--- src/core/exec_pkg.sv ---
package exec_pkg;

  // ----------------------------------------------------------------
  // Reset values and cycle figures
  // ----------------------------------------------------------------
  localparam logic [15:0] PC_RESET         = 16'h0000;
  localparam logic [7:0]  REG_RESET        = 8'h00;
  localparam int unsigned LOAD_CYCLES      = 2;
  localparam int unsigned STORE_CYCLES     = 2;
  localparam int unsigned BR_TAKEN_CYCLES  = 2;
  localparam logic [1:0]  STORE_EXTRA      = 2'(STORE_CYCLES - 1);
  localparam logic [1:0]  BR_TAKEN_EXTRA   = 2'(BR_TAKEN_CYCLES - 1);

  // ----------------------------------------------------------------
  // Status register bit positions
  // ----------------------------------------------------------------
  localparam logic [2:0] FLAG_C = 3'h0;
  localparam logic [2:0] FLAG_Z = 3'h1;
  localparam logic [2:0] FLAG_N = 3'h2;
  localparam logic [2:0] FLAG_V = 3'h3;
  localparam logic [2:0] FLAG_S = 3'h4;
  localparam logic [2:0] FLAG_H = 3'h5;
  localparam logic [2:0] FLAG_T = 3'h6;
  localparam logic [2:0] FLAG_I = 3'h7;

  // ----------------------------------------------------------------
  // Opcode masks and patterns
  // ----------------------------------------------------------------
  localparam logic [15:0] OP_COPY_M     = 16'hfc00;
  localparam logic [15:0] OP_COPY_P     = 16'h2c00;
  localparam logic [15:0] OP_PAIR_M     = 16'hff00;
  localparam logic [15:0] OP_PAIR_P     = 16'h0100;
  localparam logic [15:0] OP_IMM_M      = 16'hf000;
  localparam logic [15:0] OP_IMM_P      = 16'he000;
  localparam logic [15:0] OP_LDGRP_M    = 16'hfe00;
  localparam logic [15:0] OP_LDGRP_P    = 16'h9000;
  localparam logic [15:0] OP_STGRP_P    = 16'h9200;
  localparam logic [15:0] OP_DISP_M     = 16'hd200;
  localparam logic [15:0] OP_DISP_P     = 16'h8000;
  localparam logic [15:0] OP_STYZ_M     = 16'hfe07;
  localparam logic [15:0] OP_STYZ_P     = 16'h8200;
  localparam logic [15:0] OP_SKIP_M     = 16'hff00;
  localparam logic [15:0] OP_SKIPCLR_P  = 16'h9900;
  localparam logic [15:0] OP_SKIPSET_P  = 16'h9b00;
  localparam logic [15:0] OP_BR_M       = 16'hfc00;
  localparam logic [15:0] OP_BRSET_P    = 16'hf000;
  localparam logic [15:0] OP_BRCLR_P    = 16'hf400;
  localparam logic [15:0] OP_DIRECT_M   = 16'hfe0f;
  localparam logic [15:0] OP_DIRECT_P   = 16'h9000;
  localparam logic [15:0] OP_FAR_M      = 16'hfe0c;
  localparam logic [15:0] OP_FAR_P      = 16'h940c;

  // Low nibble of the load/store group: addressing mode
  localparam logic [3:0] NIB_DIRECT = 4'h0;
  localparam logic [3:0] NIB_Z_INC  = 4'h1;
  localparam logic [3:0] NIB_Z_DEC  = 4'h2;
  localparam logic [3:0] NIB_Y_INC  = 4'h9;
  localparam logic [3:0] NIB_Y_DEC  = 4'ha;
  localparam logic [3:0] NIB_X      = 4'hc;
  localparam logic [3:0] NIB_X_INC  = 4'hd;
  localparam logic [3:0] NIB_X_DEC  = 4'he;

  // Low register of each pointer pair
  localparam logic [4:0] PTR_X_LO = 5'h1a;
  localparam logic [4:0] PTR_Y_LO = 5'h1c;
  localparam logic [4:0] PTR_Z_LO = 5'h1e;

  // ----------------------------------------------------------------
  // Types
  // ----------------------------------------------------------------
  typedef struct packed {
    logic [15:0] addr;
    logic [7:0]  wdata;
    logic        we;
    logic        re;
  } dmem_req_t;

  typedef struct packed {
    logic        is_flow;
    logic        take;
    logic [15:0] step;
    logic [1:0]  extra;
  } flow_t;

  typedef enum logic [2:0] {
    ST_EXEC = 3'b001,
    ST_LOAD = 3'b010,
    ST_WAIT = 3'b100
  } exec_state_t;

endpackage

--- src/core/flow_unit.sv ---
`timescale 1ns/1ps
module flow_unit import exec_pkg::*; (
  // Instruction words
  input  wire logic [15:0]  instr,
  input  wire logic [15:0]  instr_next,
  // Condition sources
  input  wire logic [7:0]   status_register,
  input  wire logic [255:0] io_regs,
  // Result
  output flow_t             flow
);

  logic       flag_val;
  logic       io_bit;
  logic       next_far;
  logic [2:0] sel;

  // ----------------------------------------------------------------
  // Branch and skip decisions
  // ----------------------------------------------------------------
  always_comb begin
    sel      = instr[2:0];
    io_bit   = io_regs[instr[7:0]];          // Port*8 + bit
    next_far = ((instr_next & OP_DIRECT_M) == OP_DIRECT_P) ||
               ((instr_next & OP_DIRECT_M) == (OP_DIRECT_P | 16'h0200)) ||
               ((instr_next & OP_FAR_M) == OP_FAR_P);
    unique case (sel)
      FLAG_Z: flag_val = status_register[FLAG_Z];   // [RULE_05]
      FLAG_C: flag_val = status_register[FLAG_C];   // [RULE_06]
      FLAG_N: flag_val = status_register[FLAG_N];   // [RULE_07] [RULE_08]
      // Signed test uses N xor V directly, not the stored S bit
      FLAG_S: flag_val = status_register[FLAG_N] ^
                         status_register[FLAG_V];   // [RULE_09]
      FLAG_H: flag_val = status_register[FLAG_H];   // [RULE_10]
      FLAG_T: flag_val = status_register[FLAG_T];   // [RULE_11]
      FLAG_V: flag_val = status_register[FLAG_V];   // [RULE_12]
      FLAG_I: flag_val = status_register[FLAG_I];   // [RULE_13]
    endcase
    flow = '0;
    if ((instr & OP_BR_M) == OP_BRSET_P) begin
      flow.is_flow = 1'b1;
      flow.take    = flag_val;                      // [RULE_03]
    end else if ((instr & OP_BR_M) == OP_BRCLR_P) begin
      flow.is_flow = 1'b1;
      flow.take    = ~flag_val;                     // [RULE_04] [RULE_08]
    end else if ((instr & OP_SKIP_M) == OP_SKIPCLR_P) begin
      flow.is_flow = 1'b1;
      flow.take    = ~io_bit;                       // [RULE_01]
    end else if ((instr & OP_SKIP_M) == OP_SKIPSET_P) begin
      flow.is_flow = 1'b1;
      flow.take    = io_bit;                        // [RULE_02]
    end
    // Step to add to pc, plus cycles beyond the first
    if (flow.is_flow && instr[15:12] == 4'hf) begin
      if (flow.take) begin
        // Signed 7-bit word offset relative to the next word
        flow.step  = {{9{instr[9]}}, instr[9:3]} + 16'h0001; // [RULE_21]
        flow.extra = BR_TAKEN_EXTRA;                // [RULE_03]
      end else begin
        flow.step  = 16'h0001;
      end
    end else if (flow.is_flow) begin
      if (flow.take) begin
        flow.step  = next_far ? 16'h0003 : 16'h0002; // [RULE_02]
        flow.extra = next_far ? 2'h2 : 2'h1;         // [RULE_01]
      end else begin
        flow.step  = 16'h0001;
      end
    end
  end

endmodule

--- src/core/branch_skip_load_store_exec.sv ---
// Functional notes
// [RULE_01] Skip next if I/O bit clear, 1-3 cycles
// [RULE_02] Skip next if I/O bit set, 1-3 cycles
// [RULE_03] Branch if chosen flag set, 1/2 cycles
// [RULE_04] Branch if chosen flag clear, 1/2 cycles
// [RULE_05] Equal/not-equal branches test zero flag
// [RULE_06] Carry/lower/same-or-higher branches test carry flag
// [RULE_07] Minus branch taken when negative set
// [RULE_08] Plus branch taken when negative clear
// [RULE_09] Signed ge/lt branches test N xor V
// [RULE_10] Half-carry branches test half-carry flag
// [RULE_11] Transfer-bit branches test transfer flag
// [RULE_12] Overflow branches test overflow flag
// [RULE_13] Interrupt-state branches test interrupt enable flag
// [RULE_14] Copy, pair copy, immediate load: one cycle
// [RULE_15] Indirect load, then pointer plus one, 2 cycles
// [RULE_16] Pointer minus one, then indirect load, 2 cycles
// [RULE_17] Load at Y/Z plus displacement, pointer kept
// [RULE_18] Direct load from instruction address, 2 cycles
// [RULE_19] Indirect store, optional post-increment, 2 cycles
// [RULE_20] X pre-decrement store to decremented address
// [RULE_21] Branch offset is signed word displacement
`timescale 1ns/1ps
module branch_skip_load_store_exec import exec_pkg::*; (
  // Clock and reset
  input  wire logic         sys_clk,
  input  wire logic         reset,
  // Instruction stream
  input  wire logic         instr_valid,
  input  wire logic [15:0]  instr,
  input  wire logic [15:0]  instr_next,
  output logic              instr_ready_q,
  output logic [15:0]       pc_q,
  output logic              illegal_q,
  // Core state from neighbouring logic
  input  wire logic [7:0]   status_register,
  input  wire logic [255:0] io_regs,
  // Data memory
  output dmem_req_t         dmem_q,
  input  wire logic [7:0]   dmem_rdata,
  // Register file peek
  input  wire logic [4:0]   peek_sel,
  output logic [7:0]        peek_data_q
);

  // ----------------------------------------------------------------
  // Helpers
  // ----------------------------------------------------------------
  // Pointer pair chosen by the load/store group low nibble
  function automatic logic [4:0] ptr_of(input logic [15:0] w);
    logic [4:0] idx;
    idx = PTR_Z_LO;
    if (w[3:2] == 2'b11) begin
      idx = PTR_X_LO;
    end else if (w[3]) begin
      idx = PTR_Y_LO;
    end
    return idx;
  endfunction

  // ----------------------------------------------------------------
  // State
  // ----------------------------------------------------------------
  logic [7:0]   rf_q [32];
  exec_state_t  state_q;
  exec_state_t  state_d;
  logic [1:0]   wait_q;
  logic [4:0]   load_dst_q;

  flow_t        flow;
  logic         accept;
  logic         is_copy;
  logic         is_pair;
  logic         is_imm;
  logic         is_load;
  logic         is_store;
  logic         is_direct;
  logic         is_disp;
  logic         ptr_inc;
  logic         ptr_dec;
  logic [4:0]   ptr_idx;
  logic [4:0]   ptr_hi;
  logic [4:0]   rd;
  logic [4:0]   rr;
  logic [15:0]  ptr_val;
  logic [15:0]  ptr_new;
  logic [15:0]  mem_addr;
  logic [15:0]  disp;
  logic [15:0]  pc_step;
  logic [3:0]   nib;
  logic         legal;

  // ----------------------------------------------------------------
  // Branch and skip evaluation
  // ----------------------------------------------------------------
  flow_unit u_flow (
    .instr           (instr),
    .instr_next      (instr_next),
    .status_register (status_register),
    .io_regs         (io_regs),
    .flow            (flow)
  );

  // ----------------------------------------------------------------
  // Decode
  // ----------------------------------------------------------------
  // Instruction classes; Y/Z pre-decrement stores and nonzero-q
  // displaced stores belong to a neighbouring unit and read as illegal
  always_comb begin
    nib       = instr[3:0];
    accept    = instr_valid && instr_ready_q;
    rd        = instr[8:4];
    rr        = {instr[9], instr[3:0]};
    is_copy   = (instr & OP_COPY_M) == OP_COPY_P;
    is_pair   = (instr & OP_PAIR_M) == OP_PAIR_P;
    is_imm    = (instr & OP_IMM_M) == OP_IMM_P;
    is_direct = (instr & OP_DIRECT_M) == OP_DIRECT_P;
    is_disp   = (instr & OP_DISP_M) == OP_DISP_P;
    is_load   = is_direct || is_disp ||
                (((instr & OP_LDGRP_M) == OP_LDGRP_P) &&
                 (nib == NIB_Z_INC || nib == NIB_Z_DEC ||
                  nib == NIB_Y_INC || nib == NIB_Y_DEC ||
                  nib == NIB_X || nib == NIB_X_INC ||
                  nib == NIB_X_DEC));
    is_store  = ((instr & OP_STYZ_M) == OP_STYZ_P) ||
                (((instr & OP_LDGRP_M) == OP_STGRP_P) &&
                 (nib == NIB_Z_INC || nib == NIB_Y_INC ||
                  nib == NIB_X || nib == NIB_X_INC ||
                  nib == NIB_X_DEC));
    legal     = flow.is_flow || is_copy || is_pair || is_imm ||
                is_load || is_store;
  end

  // Pointer arithmetic and effective address
  always_comb begin
    if (is_disp || ((instr & OP_STYZ_M) == OP_STYZ_P)) begin
      ptr_idx = instr[3] ? PTR_Y_LO : PTR_Z_LO;
      ptr_inc = 1'b0;
      ptr_dec = 1'b0;
    end else begin
      ptr_idx = ptr_of(instr);
      ptr_inc = nib[1:0] == 2'b01;
      ptr_dec = nib[1:0] == 2'b10;
    end
    ptr_hi  = {ptr_idx[4:1], 1'b1};
    ptr_val = {rf_q[ptr_hi], rf_q[ptr_idx]};
    disp    = {10'h000, instr[13], instr[11:10], instr[2:0]};
    if (ptr_dec) begin
      ptr_new = ptr_val - 16'h0001;                 // [RULE_16] [RULE_20]
    end else if (ptr_inc) begin
      ptr_new = ptr_val + 16'h0001;                 // [RULE_15] [RULE_19]
    end else begin
      ptr_new = ptr_val;                            // [RULE_17]
    end
    if (is_direct) begin
      mem_addr = instr_next;                        // [RULE_18]
    end else if (ptr_dec) begin
      mem_addr = ptr_new;                           // [RULE_16] [RULE_20]
    end else if (is_disp) begin
      mem_addr = ptr_val + disp;                    // [RULE_17]
    end else begin
      mem_addr = ptr_val;                           // [RULE_15] [RULE_19]
    end
  end

  // Program counter step; the direct load spans two words
  always_comb begin
    if (flow.is_flow) begin
      pc_step = flow.step;
    end else if (is_direct) begin
      pc_step = 16'h0002;                           // [RULE_18]
    end else begin
      pc_step = 16'h0001;
    end
  end

  // ----------------------------------------------------------------
  // Sequencer
  // ----------------------------------------------------------------
  // Loads hold one cycle for data; stores, taken branches and
  // skips hold in the wait state for their extra cycles
  always_comb begin
    state_d = state_q;
    unique case (state_q)
      ST_EXEC: begin
        if (accept && is_load) begin
          state_d = ST_LOAD;                        // [RULE_15]
        end else if (accept && is_store) begin
          state_d = ST_WAIT;                        // [RULE_19]
        end else if (accept && flow.extra != 2'h0) begin
          state_d = ST_WAIT;                        // [RULE_03]
        end
      end
      ST_LOAD: begin
        state_d = ST_EXEC;
      end
      ST_WAIT: begin
        if (wait_q == 2'h1) begin
          state_d = ST_EXEC;
        end
      end
    endcase
  end

  always_ff @(posedge sys_clk or posedge reset) begin
    if (reset) begin
      state_q <= ST_EXEC;
    end else begin
      state_q <= state_d;
    end
  end

  // Ready follows the next state, so it is high only while idle
  always_ff @(posedge sys_clk or posedge reset) begin
    if (reset) begin
      instr_ready_q <= 1'b0;
    end else begin
      instr_ready_q <= state_d == ST_EXEC;
    end
  end

  // Extra-cycle counter
  always_ff @(posedge sys_clk or posedge reset) begin
    if (reset) begin
      wait_q <= 2'h0;
    end else if (accept && is_store) begin
      wait_q <= STORE_EXTRA;                        // [RULE_19]
    end else if (accept) begin
      wait_q <= flow.extra;                         // [RULE_01] [RULE_02]
    end else if (state_q == ST_WAIT) begin
      wait_q <= wait_q - 2'h1;
    end
  end

  // ----------------------------------------------------------------
  // Program counter and error flag
  // ----------------------------------------------------------------
  // Flags are never written here: no instruction of this unit
  // alters the status register
  always_ff @(posedge sys_clk or posedge reset) begin
    if (reset) begin
      pc_q <= PC_RESET;
    end else if (accept) begin
      pc_q <= pc_q + pc_step;                       // [RULE_03] [RULE_04]
    end
  end

  // Unknown words run as a one-word no-op and pulse this flag
  always_ff @(posedge sys_clk or posedge reset) begin
    if (reset) begin
      illegal_q <= 1'b0;
    end else begin
      illegal_q <= accept && !legal;
    end
  end

  // ----------------------------------------------------------------
  // Data memory request
  // ----------------------------------------------------------------
  // Strobes last one cycle; address and data hold afterwards
  always_ff @(posedge sys_clk or posedge reset) begin
    if (reset) begin
      dmem_q <= '0;
    end else begin
      dmem_q.re <= 1'b0;
      dmem_q.we <= 1'b0;
      if (accept && is_load) begin
        dmem_q.addr <= mem_addr;                    // [RULE_17] [RULE_18]
        dmem_q.re   <= 1'b1;                        // [RULE_15] [RULE_16]
      end else if (accept && is_store) begin
        dmem_q.addr  <= mem_addr;                   // [RULE_20]
        dmem_q.wdata <= rf_q[rd];                   // [RULE_19]
        dmem_q.we    <= 1'b1;                       // [RULE_19]
      end
    end
  end

  always_ff @(posedge sys_clk or posedge reset) begin
    if (reset) begin
      load_dst_q <= 5'h00;
    end else if (accept && is_load) begin
      load_dst_q <= rd;
    end
  end

  // ----------------------------------------------------------------
  // Register file
  // ----------------------------------------------------------------
  // Load data lands last, so it wins over a pointer update when the
  // destination is part of the pointer itself
  always_ff @(posedge sys_clk or posedge reset) begin
    if (reset) begin
      for (int i = 0; i < 32; i++) begin
        rf_q[i] <= REG_RESET;
      end
    end else begin
      if (accept && is_copy) begin
        rf_q[rd] <= rf_q[rr];                       // [RULE_14]
      end
      if (accept && is_pair) begin
        rf_q[{instr[7:4], 1'b0}] <= rf_q[{instr[3:0], 1'b0}]; // [RULE_14]
        rf_q[{instr[7:4], 1'b1}] <= rf_q[{instr[3:0], 1'b1}]; // [RULE_14]
      end
      if (accept && is_imm) begin
        rf_q[{1'b1, instr[7:4]}] <= {instr[11:8], instr[3:0]}; // [RULE_14]
      end
      if (accept && (is_load || is_store) && (ptr_inc || ptr_dec)) begin
        rf_q[ptr_idx] <= ptr_new[7:0];              // [RULE_15] [RULE_16]
        rf_q[ptr_hi]  <= ptr_new[15:8];             // [RULE_19] [RULE_20]
      end
      if (state_q == ST_LOAD) begin
        rf_q[load_dst_q] <= dmem_rdata;             // [RULE_15] [RULE_18]
      end
    end
  end

  // Registered peek port for observing the register file
  always_ff @(posedge sys_clk or posedge reset) begin
    if (reset) begin
      peek_data_q <= REG_RESET;
    end else begin
      peek_data_q <= rf_q[peek_sel];
    end
  end

endmodule

--- config.mk ---
export PLATFORM = sky130hd
export DESIGN_NAME = branch_skip_load_store_exec
export DESIGN_NICKNAME = d
export VERILOG_FILES = /design/src/core/exec_pkg.sv /design/src/core/flow_unit.sv /design/src/core/branch_skip_load_store_exec.sv
export SDC_FILE = /design/constraint.sdc
export NUM_CORES = 2
export LEC_CHECK = 0
export BUFFER_PORTS_ARGS = -buffer_cell sky130_fd_sc_hd__buf_2
export CELL_PAD_IN_SITES_DETAIL_PLACEMENT = 0
export CELL_PAD_IN_SITES_GLOBAL_PLACEMENT = 1
export CORE_AREA = 4 4 365 367
export CTS_BUF_LIST = sky130_fd_sc_hd__clkbuf_4
export CTS_CLUSTER_DIAMETER = 80
export CTS_CLUSTER_SIZE = 12
export DETAILED_ROUTE_END_ITERATION = 10
export DIE_AREA = 0 0 369 371
export PLACE_DENSITY = 0.6
export RECOVER_POWER = 25
export SLEW_MARGIN = 20
export SYNTH_ARGS = -nofsm -noshare
export SYNTH_HDL_FRONTEND = slang
export SYNTH_SLANG_ARGS = --single-unit
--- constraint.sdc ---
create_clock -name sys_clk -period 10.5 [get_ports sys_clk]
set_clock_uncertainty 0.2 [all_clocks]
set_input_delay 0.525 -clock sys_clk [delete_from_list [all_inputs] [get_ports sys_clk]]
set_output_delay 0.525 -clock sys_clk [all_outputs]
set_load 0.02 [all_outputs]
==> results.json <==
{
  "via_count": 31530,
  "fin_cells": 5286,
  "start_util_pct": 24.02,
  "path_class": "in -> async",
  "worstPathRequired_ns": 11.11,
  "multi_input_comb_area_sq_um": 21730,
  "fmax_mhz": 139.7,
  "syn_nets": 3699,
  "wire_per_inst_um": 30.35,
  "fin_area_sq_um": 35350,
  "place_ws_ns": 3.391,
  "p_leak_nw": 13.42,
  "critPathMaxStageDelay_ns": 3.01,
  "grt_max_degree": 112,
  "drtAntennaViolNets": 0,
  "synth_area_leaders": "mux4_2 27%, dfrtp_1 26%, o211ai_1 5.4%",
  "synth_commonest_cells": "391 x nor2_1, 388 x nand2_1, 378 x mux4_2",
  "post-cts-setup-buffers": 0,
  "setup_violations": 0,
  "rsz0062_at_grt": "false",
  "synth_warnings": 0,
  "synth_top_area_share_pct": 27.38,
  "grt-ovfl-total": 0,
  "cp_max_fo": 105,
  "ir_drop_v": 0.00005006,
  "finalHoldViolations": 0,
  "min_period_ns": 7.157,
  "setup_ws_ns": 3.343,
  "fin_nets": 3859,
  "fill_cells": 13952,
  "regArea_sq_um": 7959,
  "power.total_mw": 3.502,
  "via_per_inst": 5.965,
  "ys_seq_area_share_pct": 25.59,
  "clk_latency_ns": 0.94,
  "powerDensity_nw_per_um2": 99.08,
  "fp.dieW_um": 369,
  "synth_edf_count": 0,
  "fp.dieH_um": 371,
  "core_area_sq_um": 129500,
  "first_pass_iters": 6,
  "start_kind": "input pin",
  "clock-sinks": 318,
  "hold_path.class": "in -> reg",
  "synth_cell_types": 86,
  "io_pins": 364,
  "ys_ff_latch": 318,
  "cts_buffer_depth": 3,
  "tns_ns": 0,
  "grt_pass1_vias": 29347,
  "wl_mm": 160.5,
  "drv_slew": 263,
  "cp-startpoint": "reset",
  "cts_buffers": 39,
  "maxCapViolations": 4,
  "areaGrowthSynthToFinish_pct": 13.67,
  "row_count": 132,
  "hpwlAfterDp_mm": 111.9,
  "status": "complete, but fails checks",
  "violations": "max-capacitance violations, max-slew violations",
  "netlist_instances": 3360,
  "r2r_start": "rf_q[41]",
  "min_period_over_period_pct": 68.16,
  "path_clk_slew_ns": 0.13,
  "track_usage_pct": 22.60,
  "drtIter0Drc": 4027,
  "hp-start": "instr[12]",
  "cp-end-kind": "async pin",
  "drc": 0,
  "dp_cells": 5187,
  "worstMarginPinSlew_ns": 5.515,
  "drive_gt1_share_pct": 27.85,
  "yosys.cell_count.top_type": "nor2_1",
  "synthArstFlopShare_pct": 100.0,
  "grt_pass1_wl_mm": 225.6,
  "crit_path_top_delay_cell": "clkinvlp_2",
  "cts_tree": "built",
  "path_cells": "dlygate4sd3_1 -> buf_2 -> clkinvlp_2 -> clkbuf_1 -> buf_4",
  "syn_avg_cell_area_sq_um": 9.255,
  "yosysTopAreaCell": "mux4_2",
  "cts-root-buf": "clkbuf_4",
  "synth_flop_cell": "dfrtp_1",
  "port_buffers": 362,
  "dieArea_sq_um": 136900,
  "cts.htree.levels": 2,
  "synth_area_sq_um": 31100,
  "relSlewSlack_pct": -269.7,
  "place_area_sq_um": 34480,
  "gp_congestion": 0.9144,
  "cp.arrival_ns": 7.77,
  "antenna_found_initial": 13
}
==> path summary, 6_finish.rpt <==
path                                   end  slack (ns)  depth (start not counted)
worst max-delay path              rf_q[53]        3.34                          5
min in group asynchronous        rf_q[210]        1.67                          3
worst max register to register  dmem_q[24]        6.48                         13
max in group sys_clk              pc_q[15]        4.21                         21
worst min register to register  dmem_q[15]        0.29                          2
worst min-delay path             illegal_q        0.11                          4
==> through the flow <==
stage,hold slack [ns],utilization (%)
2_1_floorplan,0.3348,-
3_3_place_gp,0.2622,26.62
3_5_place_dp,0.2683,26.63
4_1_cts,0.005152,27.30
5_1_grt,0.06132,27.29
6_report,0.1102,27.30
==> layout make-up <==
type                    count  share of cell area, %
multi-input cells        2652                  61.49
flip-flops and latches    318                  22.52
repair buffers            481                  8.014
well taps                1742                  6.166
clock buffers              42                 0.8920
clock inverters            19                 0.5841
inverters                  28                 0.3080
diodes                      4                0.02832
==> flip-flops by register name (all words and copies together) (netlist names) <==
register / cells
rf_q: 256
dmem_q: 26
load_dst_q: 5
pc_q: 16
wait_q: 2
peek_data_q: 8
state_q: 3
illegal_q: 1
instr_ready_q: 1
==> cell usage in the layout (no fill, tap or decap), types with 42 or more instances in the layout <==
master / Yosys / final
o211ai_1: 223 / 223
nand2_1: 388 / 387
nor2_1: 391 / 380
buf_2: 58 / 354
a211oi_1: 184 / 184
dfrtp_1: 317 / 317
a21oi_1: 302 / 302
nand3_1: 58 / 57
mux4_2: 378 / 378
clkbuf_4: 0 / 42
o21ai_0: 282 / 282
buf_4: 11 / 85
==> where the power goes <==
group	switching, mW	internal, mW	total, mW	leakage (nW)
clock	0.577	0.281	0.858	0.288
combinational	0.713	0.494	1.21	9.01
sequential	0.128	1.31	1.44	4.12
total	1.42	2.08	3.50	13.4
==> kinds of logic after synthesis <==
group | Yosys count | synth area share (%)
compound gates | 1151 | 23.51
simple gates | 991 | 13.77
mux | 433 | 29.22
buf+inv | 390 | 5.339
flops | 318 | 25.59
xor+xnor | 50 | 1.432
fa+ha+maj | 27 | 1.135
==> routing by layer <==
layer | global-route usage [%] | part of all wire, % | vias to the layer above | wire [um]
li1 | - | - | 13321 | -
met1 | 29.24 | 39 | 15854 | 63050
met2 | 36.42 | 46 | 1982 | 73490
met3 | 5.007 | 9.9 | 359 | 15850
met4 | 9.593 | 5.0 | 14 | 7991
met5 | 0 | 0.049 | - | 79
==> worst max-delay path, delay by kind of cell <==
family | cells | cell delay, ns
buf+inv | 5 | 7.04
==> what timing repair did <==
item	CTS	global route
hold endpoints to repair	255	0
resized for setup	0	0
hold buffers	34	0
(Power assumes the default switching activity.)
